### src/design/otpt_defines.svh
// Constants of the OTP timing and program word block.
// Assumes inclusion by bare name from the package, the top module and the testbench.
`ifndef OTPT_DEFINES_SVH
`define OTPT_DEFINES_SVH
// ****************************************
// Register byte addresses
// ****************************************
`define OTPT_ADDR_WORD_LO  32'h07f4_0020
`define OTPT_ADDR_WORD_HI  32'h07f4_0024
`define OTPT_ADDR_TIM_ONE  32'h07f4_0028
`define OTPT_ADDR_TIM_TWO  32'h07f4_002c
`define OTPT_ADDR_MODE     32'h07f4_0040
`define OTPT_ADDR_STATUS   32'h07f4_0044
// ****************************************
// Field positions
// ****************************************
`define OTPT_T25_BIT       31
`define OTPT_T200_RANGE    30:27
`define OTPT_T500_RANGE    26:22
`define OTPT_T1US_RANGE    21:16
`define OTPT_PW_RANGE      15:8
`define OTPT_CADX_RANGE    7:0
`define OTPT_GUARD_BIT     23
`define OTPT_BCHK_RANGE    22:16
`define OTPT_STBY_RANGE    9:0
`define OTPT_MODE_RANGE    2:0
`define OTPT_PROG_GO_BIT   4
// ****************************************
// Reset values
// ****************************************
`define OTPT_WORD_RST      32'h0000_0000
`define OTPT_T25_RST       1'h0
`define OTPT_T200_RST      4'h3
`define OTPT_T500_RST      5'h8
`define OTPT_T1US_RST      6'h10
`define OTPT_PW_RST        8'h4f
`define OTPT_CADX_RST      8'h20
`define OTPT_GUARD_RST     1'h0
`define OTPT_BCHK_RST      7'h01
`define OTPT_STBY_RST      10'h000
`define OTPT_RDATA_ZERO    32'h0000_0000
// ****************************************
// Mode codes and fixed counts
// ****************************************
`define OTPT_MODE_STBY     3'h0
`define OTPT_MODE_MANUAL_READ_MODE    3'h1
`define OTPT_MODE_MANUAL_PROGRAM_MODE    3'h2
`define OTPT_MODE_BLANK_TEST_MODE   3'h5
`define OTPT_GAP_EXTRA     8'h00
`endif

### src/design/otpt_pkg.sv
// Types of the OTP timing and program word block.
// Assumes otpt_defines.svh is on the include path.
`include "otpt_defines.svh"
package otpt_pkg;
  typedef enum logic [2:0] {
    OTPT_STANDBY = `OTPT_MODE_STBY,
    OTPT_MANUAL_READ_MODE   = `OTPT_MODE_MANUAL_READ_MODE,
    OTPT_MANUAL_PROGRAM_MODE   = `OTPT_MODE_MANUAL_PROGRAM_MODE,
    OTPT_BLANK_TEST_MODE  = `OTPT_MODE_BLANK_TEST_MODE
  } otpt_mode_t;
  // Gray along off, wake, active, read, gap
  typedef enum logic [2:0] {
    ST_OFF    = 3'h0,
    ST_WAKE   = 3'h1,
    ST_ACTIVE = 3'h3,
    ST_READ   = 3'h2,
    ST_GAP    = 3'h6,
    ST_PROG   = 3'h7,
    ST_STBY   = 3'h5
  } otpt_state_t;
endpackage : otpt_pkg

### src/design/otpt_cnt_if.sv
// Start, load value and hit of one cycle counter.
// Assumes one clock and an active high asynchronous reset.
interface otpt_cnt_if #(parameter int W = 8) (
  input wire logic clk,
  input wire logic rst
);
  logic         start;
  logic [W-1:0] value;
  logic         hit;
  modport owner   (output start, output value, input hit);
  modport counter (input clk, input rst, input start, input value, output hit);
endinterface : otpt_cnt_if

### src/design/otpt_idle_watch.sv
// Idle watch: hit once more than value cycles pass without start; never hits while value is zero.
// Assumes start is high whenever idle time must not accumulate.
module otpt_idle_watch (
  // Counter port
  otpt_cnt_if.counter tif
);
  localparam int W = $bits(tif.value);
  logic [W:0] idle;

  // Saturates one above the threshold
  always_ff @(posedge tif.clk or posedge tif.rst)
  begin
    if (tif.rst)
      idle <= '0;
    else if (tif.start)
      idle <= '0;
    else if (idle <= {1'b0, tif.value})
      idle <= idle + 1'b1;
  end

  assign tif.hit = (tif.value != '0) && (idle > {1'b0, tif.value});
endmodule : otpt_idle_watch

### src/design/otpt_interval.sv
// Down counter: after start, hit rises in cycle value+1.
// Assumes start is a one-cycle pulse from the owner.
module otpt_interval (
  // Counter port
  otpt_cnt_if.counter tif
);
  logic [$bits(tif.value)-1:0] cnt;
  logic                        busy;

  always_ff @(posedge tif.clk or posedge tif.rst)
  begin
    if (tif.rst)
    begin
      cnt  <= '0;
      busy <= 1'b0;
    end
    else if (tif.start)
    begin
      cnt  <= tif.value;
      busy <= 1'b1;
    end
    else if (busy)
    begin
      if (cnt == '0)
        busy <= 1'b0;
      else
        cnt <= cnt - 1'b1;
    end
  end

  assign tif.hit = busy && (cnt == '0);
endmodule : otpt_interval

### src/design/otpt_top.sv
// OTP timing and program word block: APB registers and cell sequencer.
// Assumes APB master on ref_clk, OTP macro and read requester synchronous.
//
// Summary of operation
// [RQ1] Low program word register, 32 bits
// [RQ2] High program word register, 32 bits
// [RQ3] 25 ns count bit 31, reset 0
// [RQ4] 200 ns count bits 30:27, reset 3
// [RQ5] 500 ns count bits 26:22, reset 8
// [RQ6] 1 us count bits 21:16, reset 0x10
// [RQ7] Program pulse count bits 15:8, reset 0x4f
// [RQ8] Cell enable wait bits 7:0, reset 0x20
// [RQ9] Guard plus 25 ns: two-cycle read gap
// [RQ10] Guard ignored when 25 ns count zero
// [RQ11] Blank read count bits 22:16, reset 1
// [RQ12] Idle beyond threshold puts cell in standby; done in manual read mode only
// [RQ13] Read after standby waits cell enable time
// [RQ14] Zero threshold disables standby saving
// [RQ15] Blank test selected by mode 0x5
// [RQ16] Intervals last field value plus one cycles
//
// Local design decision: register access over APB.
`include "otpt_defines.svh"
module otpt_top
  import otpt_pkg::*;
#(
  parameter int SEQ_W  = 8,
  parameter int IDLE_W = 10
) (
  // Clock and reset
  input  wire logic        ref_clk,
  input  wire logic        rst,
  // APB slave
  input  wire logic        psel,
  input  wire logic        penable,
  input  wire logic        pwrite,
  input  wire logic [31:0] paddr,
  input  wire logic [31:0] pwdata,
  output logic      [31:0] prdata,
  output logic             pready,
  output logic             pslverr,
  // Read requests
  input  wire logic        rd_req,
  output logic             rd_ready,
  output logic             rd_ack,
  // OTP macro
  output logic             cell_enable,
  output logic             read_enable,
  output logic             prog_pulse,
  output logic             prog_done,
  output logic      [63:0] prog_word
);
  // ****************************************
  // Parameter checks
  // ****************************************
  if (SEQ_W < 8)
    $error("otpt_top: SEQ_W must be at least 8");
  if (IDLE_W != 10)
    $error("otpt_top: IDLE_W must be 10");

  // ****************************************
  // Declarations
  // ****************************************
  logic [31:0]      prog_word_lower_half;
  logic [31:0]      prog_word_upper_half;
  logic             interval_25ns_count;
  logic [3:0]       interval_200ns_count;
  logic [4:0]       interval_500ns_count;
  logic [5:0]       interval_1us_count;
  logic [7:0]       program_pulse_count;
  logic [7:0]       cell_enable_wait_count;
  logic             read_enable_gap_guard;
  logic [6:0]       blank_check_read_count;
  logic [9:0]       idle_standby_threshold;
  otpt_mode_t       controller_mode_field;
  logic             prog_go;
  logic             pend_read;
  otpt_state_t      state;
  otpt_state_t      next_state;
  logic             next_start;
  logic [SEQ_W-1:0] next_load;
  logic [SEQ_W-1:0] read_len;
  logic             bus_wr;
  logic             bus_setup;
  logic [31:0]      rd_word;
  logic             rd_hit;
  logic             read_mode;
  logic             cell_mode;
  logic             gap_on;
  logic             rd_take;
  logic             prog_take;

  otpt_cnt_if #(.W(SEQ_W))  seq_if  (.clk(ref_clk), .rst(rst));
  otpt_cnt_if #(.W(IDLE_W)) idle_if (.clk(ref_clk), .rst(rst));

  otpt_interval u_seq_timer (
    .tif (seq_if)
  );

  otpt_idle_watch u_idle_watch (
    .tif (idle_if)
  );

  // ****************************************
  // APB slave
  // ****************************************
  assign bus_setup = psel && !penable;
  assign bus_wr    = psel && penable && pwrite && pready;

  always_comb
  begin
    rd_word = `OTPT_RDATA_ZERO;
    rd_hit  = 1'b1;
    if (paddr == `OTPT_ADDR_WORD_LO)
      rd_word = prog_word_lower_half;
    else if (paddr == `OTPT_ADDR_WORD_HI)
      rd_word = prog_word_upper_half;
    else if (paddr == `OTPT_ADDR_TIM_ONE)
      rd_word = {interval_25ns_count, interval_200ns_count, interval_500ns_count,
                 interval_1us_count, program_pulse_count, cell_enable_wait_count};
    else if (paddr == `OTPT_ADDR_TIM_TWO)
      rd_word = {8'h00, read_enable_gap_guard, blank_check_read_count, 6'h00,
                 idle_standby_threshold};
    else if (paddr == `OTPT_ADDR_MODE)
      rd_word = {27'h0, prog_go, 1'b0, controller_mode_field};
    else if (paddr == `OTPT_ADDR_STATUS)
      rd_word = {26'h0, pend_read, idle_if.hit, cell_enable, state};
    else
      rd_hit = 1'b0;
  end

  // No wait state: answer in the first access cycle after setup
  always_ff @(posedge ref_clk or posedge rst)
  begin
    if (rst)
    begin
      pready  <= 1'b0;
      pslverr <= 1'b0;
      prdata  <= `OTPT_RDATA_ZERO;
    end
    else
    begin
      pready  <= bus_setup;
      pslverr <= bus_setup && !rd_hit;
      if (bus_setup)
        prdata <= pwrite ? `OTPT_RDATA_ZERO : rd_word;
    end
  end

  // ****************************************
  // Registers
  // ****************************************
  // [RQ1] [RQ2] Program word staging
  always_ff @(posedge ref_clk or posedge rst)
  begin
    if (rst)
    begin
      prog_word_lower_half <= `OTPT_WORD_RST;
      prog_word_upper_half <= `OTPT_WORD_RST;
    end
    else if (bus_wr && paddr == `OTPT_ADDR_WORD_LO)
      prog_word_lower_half <= pwdata;
    else if (bus_wr && paddr == `OTPT_ADDR_WORD_HI)
      prog_word_upper_half <= pwdata;
  end

  assign prog_word = {prog_word_upper_half, prog_word_lower_half};

  // [RQ3] [RQ4] [RQ5] [RQ6] [RQ7] [RQ8] Timing one fields
  always_ff @(posedge ref_clk or posedge rst)
  begin
    if (rst)
    begin
      interval_25ns_count    <= `OTPT_T25_RST;
      interval_200ns_count   <= `OTPT_T200_RST;
      interval_500ns_count   <= `OTPT_T500_RST;
      interval_1us_count     <= `OTPT_T1US_RST;
      program_pulse_count    <= `OTPT_PW_RST;
      cell_enable_wait_count <= `OTPT_CADX_RST;
    end
    else if (bus_wr && paddr == `OTPT_ADDR_TIM_ONE)
    begin
      interval_25ns_count    <= pwdata[`OTPT_T25_BIT];
      interval_200ns_count   <= pwdata[`OTPT_T200_RANGE];
      interval_500ns_count   <= pwdata[`OTPT_T500_RANGE];
      interval_1us_count     <= pwdata[`OTPT_T1US_RANGE];
      program_pulse_count    <= pwdata[`OTPT_PW_RANGE];
      cell_enable_wait_count <= pwdata[`OTPT_CADX_RANGE];
    end
  end

  // [RQ11] Timing two fields, reserved bits not stored
  always_ff @(posedge ref_clk or posedge rst)
  begin
    if (rst)
    begin
      read_enable_gap_guard  <= `OTPT_GUARD_RST;
      blank_check_read_count <= `OTPT_BCHK_RST;
      idle_standby_threshold <= `OTPT_STBY_RST;
    end
    else if (bus_wr && paddr == `OTPT_ADDR_TIM_TWO)
    begin
      read_enable_gap_guard  <= pwdata[`OTPT_GUARD_BIT];
      blank_check_read_count <= pwdata[`OTPT_BCHK_RANGE];
      idle_standby_threshold <= pwdata[`OTPT_STBY_RANGE];
    end
  end

  // Mode select; program trigger set wins over its clear
  always_ff @(posedge ref_clk or posedge rst)
  begin
    if (rst)
    begin
      controller_mode_field <= OTPT_STANDBY;
      prog_go               <= 1'b0;
    end
    else
    begin
      if (bus_wr && paddr == `OTPT_ADDR_MODE)
        controller_mode_field <= otpt_mode_t'(pwdata[`OTPT_MODE_RANGE]);
      if (bus_wr && paddr == `OTPT_ADDR_MODE && pwdata[`OTPT_PROG_GO_BIT])
        prog_go <= 1'b1;
      else if (prog_take)
        prog_go <= 1'b0;
    end
  end

  // ****************************************
  // Cell sequencer
  // ****************************************
  // [RQ15] Blank test selected by its mode code
  assign read_mode = controller_mode_field == OTPT_MANUAL_READ_MODE ||
                     controller_mode_field == OTPT_BLANK_TEST_MODE;
  assign cell_mode = read_mode || controller_mode_field == OTPT_MANUAL_PROGRAM_MODE;
  // [RQ9] [RQ10] Gap only with guard and 25 ns count set
  assign gap_on    = read_enable_gap_guard && interval_25ns_count;
  assign rd_take   = rd_req && rd_ready;
  assign prog_take = state == ST_ACTIVE && next_state == ST_PROG;
  // [RQ11] Blank test reads use the blank check count
  assign read_len  = (controller_mode_field == OTPT_BLANK_TEST_MODE) ?
                     SEQ_W'(blank_check_read_count) : SEQ_W'(interval_25ns_count);

  always_comb
  begin
    next_state = state;
    next_start = 1'b0;
    next_load  = '0;
    case (state)
      ST_OFF:
        if (cell_mode)
        begin
          next_state = ST_WAKE;
          next_start = 1'b1;
          next_load  = SEQ_W'(cell_enable_wait_count);
        end
      ST_WAKE:
        if (!cell_mode)
          next_state = ST_OFF;
        else if (seq_if.hit)
          next_state = ST_ACTIVE;
      ST_ACTIVE:
        if (!cell_mode)
          next_state = ST_OFF;
        else if (read_mode && (rd_take || pend_read))
        begin
          next_state = ST_READ;
          next_start = 1'b1;
          next_load  = read_len;
        end
        else if (controller_mode_field == OTPT_MANUAL_PROGRAM_MODE && prog_go)
        begin
          next_state = ST_PROG;
          next_start = 1'b1;
          next_load  = SEQ_W'(program_pulse_count);
        end
        // [RQ12] [RQ14] Idle standby in manual read only
        else if (controller_mode_field == OTPT_MANUAL_READ_MODE && idle_if.hit)
          next_state = ST_STBY;
      ST_READ:
        if (seq_if.hit)
        begin
          if (gap_on)
          begin
            next_state = ST_GAP;
            next_start = 1'b1;
            next_load  = SEQ_W'(`OTPT_GAP_EXTRA);
          end
          else
            next_state = ST_ACTIVE;
        end
      ST_GAP, ST_PROG:
        if (seq_if.hit)
          next_state = ST_ACTIVE;
      ST_STBY:
        if (controller_mode_field != OTPT_MANUAL_READ_MODE)
          next_state = ST_OFF;
        // [RQ13] Wake the cell and wait before reading
        else if (rd_take)
        begin
          next_state = ST_WAKE;
          next_start = 1'b1;
          next_load  = SEQ_W'(cell_enable_wait_count);
        end
      default:
        next_state = ST_OFF;
    endcase
  end

  // [RQ16] Every timed step runs value plus one cycles
  assign seq_if.start = next_start;
  assign seq_if.value = next_load;

  // [RQ12] Idle time counts only while active in manual read
  assign idle_if.start = !(state == ST_ACTIVE && controller_mode_field == OTPT_MANUAL_READ_MODE) ||
                         rd_take;
  assign idle_if.value = idle_standby_threshold;

  always_ff @(posedge ref_clk or posedge rst)
  begin
    if (rst)
      state <= ST_OFF;
    else
      state <= next_state;
  end

  // Request taken while the cell sleeps waits for wake
  always_ff @(posedge ref_clk or posedge rst)
  begin
    if (rst)
      pend_read <= 1'b0;
    else if (rd_take && next_state != ST_READ)
      pend_read <= 1'b1;
    else if (next_state == ST_READ || state == ST_OFF)
      pend_read <= 1'b0;
  end

  // ****************************************
  // Macro and requester outputs
  // ****************************************
  always_ff @(posedge ref_clk or posedge rst)
  begin
    if (rst)
    begin
      cell_enable <= 1'b0;
      read_enable <= 1'b0;
      prog_pulse  <= 1'b0;
      prog_done   <= 1'b0;
      rd_ack      <= 1'b0;
      rd_ready    <= 1'b0;
    end
    else
    begin
      cell_enable <= next_state != ST_OFF && next_state != ST_STBY;
      read_enable <= next_state == ST_READ;
      // [RQ7] Pulse lasts program pulse count plus one
      prog_pulse  <= next_state == ST_PROG;
      prog_done   <= state == ST_PROG && next_state != ST_PROG;
      rd_ack      <= state == ST_READ && next_state != ST_READ;
      // [RQ9] Ready withheld during the gap: extra wait state
      rd_ready    <= read_mode && !pend_read && !rd_take &&
                     (next_state == ST_ACTIVE || next_state == ST_STBY);
    end
  end

  // ****************************************
  // Assertions
  // ****************************************
  logic [SEQ_W:0] seq_len;
  logic [SEQ_W:0] exp_len;

  always_ff @(posedge ref_clk or posedge rst)
  begin
    if (rst)
    begin
      seq_len <= '0;
      exp_len <= '0;
    end
    else
    begin
      seq_len <= (next_state != state) ? (SEQ_W + 1)'(1) : seq_len + 1'b1;
      if (next_start)
        exp_len <= {1'b0, next_load} + 1'b1;
    end
  end
endmodule : otpt_top
### config.mk
export PLATFORM = sky130hd
export DESIGN_NAME = otpt_top
export DESIGN_NICKNAME = d
export VERILOG_FILES = /design/src/design/otpt_pkg.sv /design/src/design/otpt_cnt_if.sv /design/src/design/otpt_idle_watch.sv /design/src/design/otpt_interval.sv /design/src/design/otpt_top.sv
export VERILOG_INCLUDE_DIRS = /design/src /design/src/design
export SDC_FILE = /design/constraint.sdc
export NUM_CORES = 1
export LEC_CHECK = 0
export BUFFER_PORTS_ARGS = -buffer_cell sky130_fd_sc_hd__buf_2
export CORE_ASPECT_RATIO = 2
export CORE_MARGIN = 2
export CORE_UTILIZATION = 55
export CTS_CLUSTER_DIAMETER = 120
export CTS_CLUSTER_SIZE = 24
export DETAILED_ROUTE_END_ITERATION = 12
export PLACE_DENSITY = 0.79
export SLEW_MARGIN = 5
export SYNTH_ARGS = -nofsm -noshare
export SYNTH_HDL_FRONTEND = slang
export SYNTH_HIERARCHICAL = 1
export SYNTH_SLANG_ARGS = --single-unit
### constraint.sdc
create_clock -name ref_clk -period 14.65 [get_ports ref_clk]
set_input_delay 0.7325 -clock ref_clk [delete_from_list [all_inputs] [get_ports ref_clk]]
set_output_delay 0.7325 -clock ref_clk [all_outputs]
set_load 0.03 [all_outputs]
==> results <==
- For this block, the routed nets add up to 23.8 mm of wire.
- The largest total area in the synthesized netlist belongs to sky130_fd_sc_hd__dfrtp_1.
- For this run, the register share of the synthesized area comes to 0.496.
- Of the total power, the share spent switching nets is 0.250.
- The classification of the worst setup path is reg2reg.
- For the pin with the worst max-slew slack, the measured transition is 1.23 ns.
- The maximum count of clock buffers along a single path is 2.
- The leakage power is 5.60 nW.
- For the final database, setup skew stands at 0.0101 ns.
- The internal portion of the total power is 741 uW.
- The number of hold violations in the final report is 0.
- IR analysis of the VDD net gives a maximum drop of 85.8 uV.
- The final RePlAce weighted congestion is 0.942.
- The signal on the critical path passes through inv_1 -> ha_1 -> a21o_1 -> a211oi_2 -> a21oi_1 -> nand2_4 -> a41oi_1 -> nor4bb_1 -> o22ai_1 -> o211ai_2 -> or3b_2 -> a22o_1.
- The number of buffer cells added on primary ports is 173.
- The top cell types in the final layout, fill and taps aside, are sky130_fd_sc_hd__buf_2 (173), sky130_fd_sc_hd__dfrtp_1 (171), sky130_fd_sc_hd__nand2_1 (96).
- The initial core utilization is 0.555.
- The cell depth of the worst flop-to-flop path is 12.
- The number of antenna violations at the first check in global routing is 0.
- The via count of the first global-routing pass was 7,251.
- After routing, the total negative slack on setup checks comes to 0 ns.
- The clock transition at the registers of the reported paths is 0.08 ns.
- The count of nets left with antenna violations after detail routing is 0.
- The arrival time of the worst setup path is 3.89 ns.
- Of the total power, registers draw 0.509.
- The number of endpoints failing setup at the final stage is 0.
- The mapped netlist covers 9220 um2.
- In this run, synthesis produced a sequential element count of 182.
- The later-pin clock latency in the skew report is 0.44 ns.
- Of the total power, combinational logic draws 0.044.
- The mean routed wirelength per cell is 19.5 um.
- Global routing finished with a remaining overflow of 0.
- The total power density per cell area is 92.2 nW/um2.
- Of the cells placed in the final design, the portion with a size suffix greater than 1 is 0.351.
- The pre-antenna-repair detailed-routing pass consisted of 5 iterations.
- Along the worst path, the maximum fanout reaches 10.
- Once layout is done, the placed cells without fillers occupy 10,700 um2.
- The signed area change from the synthesized netlist to the final layout is 16.3%.
- The type of the tightest min-delay check is in2async.
- The number of enable flip-flop cells after synthesis is 0.
- The netlist uses 79 different library cells.
- Of the total power, the clock network draws 0.448.
- After synthesis, the mean cell area works out to 10.9 um2.
- The fraction of synthesized cell area taken by the top area cell type is 0.464.
- Of all flip-flops after synthesis, the portion carrying an async set or reset was 1.00.
- The TritonCTS clock tree is done.
- The tool flagged a number of max-cap violations equal to 0.
- The buffer cell driving the clock tree root is sky130_fd_sc_hd__clkbuf_16.
- The global-route total usage across every layer is 0.277.
- The final antenna diode count is 0.
- For this design the top-level I/O count stands at 174.
- The clock period minus final worst setup slack is 3.56 ns.
- The half-perimeter wire length after placement is 16.3 mm.
- The total CTS buffers is 17.
- The worst setup path is captured at a flop.
- At the end of the flow, the number of nets in the layout was 1,085.
- In this run the power spent charging and discharging nets is 247 uW.
- The die area is 17,900 um2.
- The critical path startpoint category is a flop.
- The primary flip-flop cell chosen by synthesis mapping is sky130_fd_sc_hd__dfrtp_1.
- The number of max-slew violations in the final report is 0.
- The quantity of hold-fixing buffers added after cts is 0.
- Setup repair after global routing left no endpoint under its margin.
- In this run the core area contains 67 standard-cell rows.
- Across all layers, the routed design uses 7,287 vias.
- The most frequent standard cell in the layout excluding fill and tap cells is sky130_fd_sc_hd__buf_2.
- The cell with the largest stage delay on the worst path is sky130_fd_sc_hd__or3b_2.
- The run finished with clean final reports.
- The die width is 95.5 um.
- In the routed layout, each cell is associated on average with a via count of 5.96.
- The vertical die dimension is 187 um.
- The highest attainable clock frequency is 281 MHz.
- Post-CTS repair changed the size of 0 cells.
- The violation count after the first detailed-routing iteration is 514.
- The relative slew slack is 0.182.
- The first global-routing pass estimated 38.3 mm of wire.
- Sorting the synthesized cells by area gives the leading types as sky130_fd_sc_hd__dfrtp_1 (46%), sky130_fd_sc_hd__mux2_2 (9.7%), sky130_fd_sc_hd__mux2_4 (4.9%).
- Entering global routing, the biggest net connects 88 pins.
- The number of remaining DRC errors is 0.
- The clock drives 182 sinks.
- The share of the cycle needed by the critical path after routing is 0.243.
- The number of instances in the synthesized netlist is 847.
- STA puts the critical path data required time at 14.97 ns.
- The H-tree depth is 4.
- The total area inside the core boundary comes to 16,600 um2.
- The biggest cell delay along the critical path is 0.48 ns.
- The synthesized netlist net count is 930.
- The number of setup buffers added after CTS is 0.
- The total number of yosys warnings is 6.
- The standard cell area after detailed placement is 10,200 um2.
==> logic make-up after synthesis <==
logic type / after synthesis / synth area share
simple gates: 258 / 0.151
fa+ha+maj: 13 / 0.0176
xor+xnor: 5 / 0.00475
mux: 126 / 0.164
flops: 182 / 0.496
compound gates: 180 / 0.124
buf+inv: 83 / 0.0429
==> path summary, 6_finish.rpt <==
check | from | to | slack [ns]
hold / removal | rst | u_seq_timer/cnt[7]$_DFFE_PP0P_ | 0.34
setup / recovery | idle_if.value[8]$_DFFE_PP0P_ | prog_go$_DFFE_PP0P_ | 11.09
min in group ref_clk | prdata[25]$_DFFE_PP0P_ | prdata[25]$_DFFE_PP0P_ | 0.46
setup reg to reg | idle_if.value[8]$_DFFE_PP0P_ | prog_go$_DFFE_PP0P_ | 11.09
hold reg to reg | prdata[25]$_DFFE_PP0P_ | prdata[25]$_DFFE_PP0P_ | 0.46
max in group asynchronous | rst | cell_enable_wait_count[6]$_DFFE_PP0P_ | 12.69
==> flip-flops by register name (all words and copies together), names as in the netlist, 3 cells and up <==
signal	flops
u_seq_timer/cnt	8
interval_1us_count	6
u_idle_watch/idle	11
state	3
program_pulse_count	8
prdata	32
interval_200ns_count	4
controller_mode_field	3
blank_check_read_count	7
cell_enable_wait_count	8
interval_500ns_count	5
prog_word_upper_half	32
idle_if.value	10
prog_word_lower_half	32
==> power by group through the flow <==
stage          clock network, mW  logic, mW  registers [mW]
6_report                   0.442     0.0431           0.503
5_1_grt                    0.470     0.0482           0.502
4_1_cts                    0.448     0.0436           0.503
3_5_place_dp                   0     0.0433           0.512
3_3_place_gp                   0     0.0425           0.512
2_1_floorplan                  0     0.0208           0.513
==> cell usage after synthesis, drive strengths merged (14+ instances only) <==
| library cell | count |
|---|---|
| nor2 | 39 |
| clkbuf | 27 |
| nor2b | 26 |
| buf | 16 |
| o21ai | 63 |
| a21oi | 46 |
| mux2i | 15 |
| inv | 39 |
| o221ai | 17 |
| dfrtp | 171 |
| mux2 | 111 |
| nand2 | 97 |
| o211ai | 14 |
==> critical path: cells and delay by family, from the launching register on <==
kind            cells  cell delay (ns)
fa+ha+maj           1             0.32
simple gates        3             0.97
buf+inv             1             0.06
flops               1             0.41
compound gates      7             1.69
==> per-stage QoR <==
step | utilization | setup WS, ns | hold WS, ns | total power, mW | std cells
floorplan | - | 9.56 | 0.471 | 0.534 | 847
global placement | 0.612 | 11.02 | 0.445 | 0.555 | 1190
detailed placement | 0.612 | 10.92 | 0.451 | 0.556 | 1190
CTS | 0.646 | 11.12 | 0.350 | 0.994 | 1222
global route | 0.646 | 10.83 | 0.368 | 1.02 | 1222
finish | 0.646 | 11.09 | 0.339 | 0.988 | 1222
==> final cells by class <==
class / count / area [um2]
Timing Repair Buffer: 180 / 918
Fill cell: 1344 / 5880
Tap cell: 207 / 259
Clock buffer: 18 / 429
Sequential cell: 182 / 4570
Multi-Input combinational cell: 582 / 4260
Clock inverter: 14 / 131
Inverter: 39 / 151
==> layer usage <==
metal  up-vias  track usage  wire (um)
li1       3363            -          -
met1      3587        0.371       9970
met2       285        0.432      11400
met3        52       0.0496       1460
met4         0        0.133        951
met5         -            0          0
Note: power is estimated with default switching activity, not from simulation.
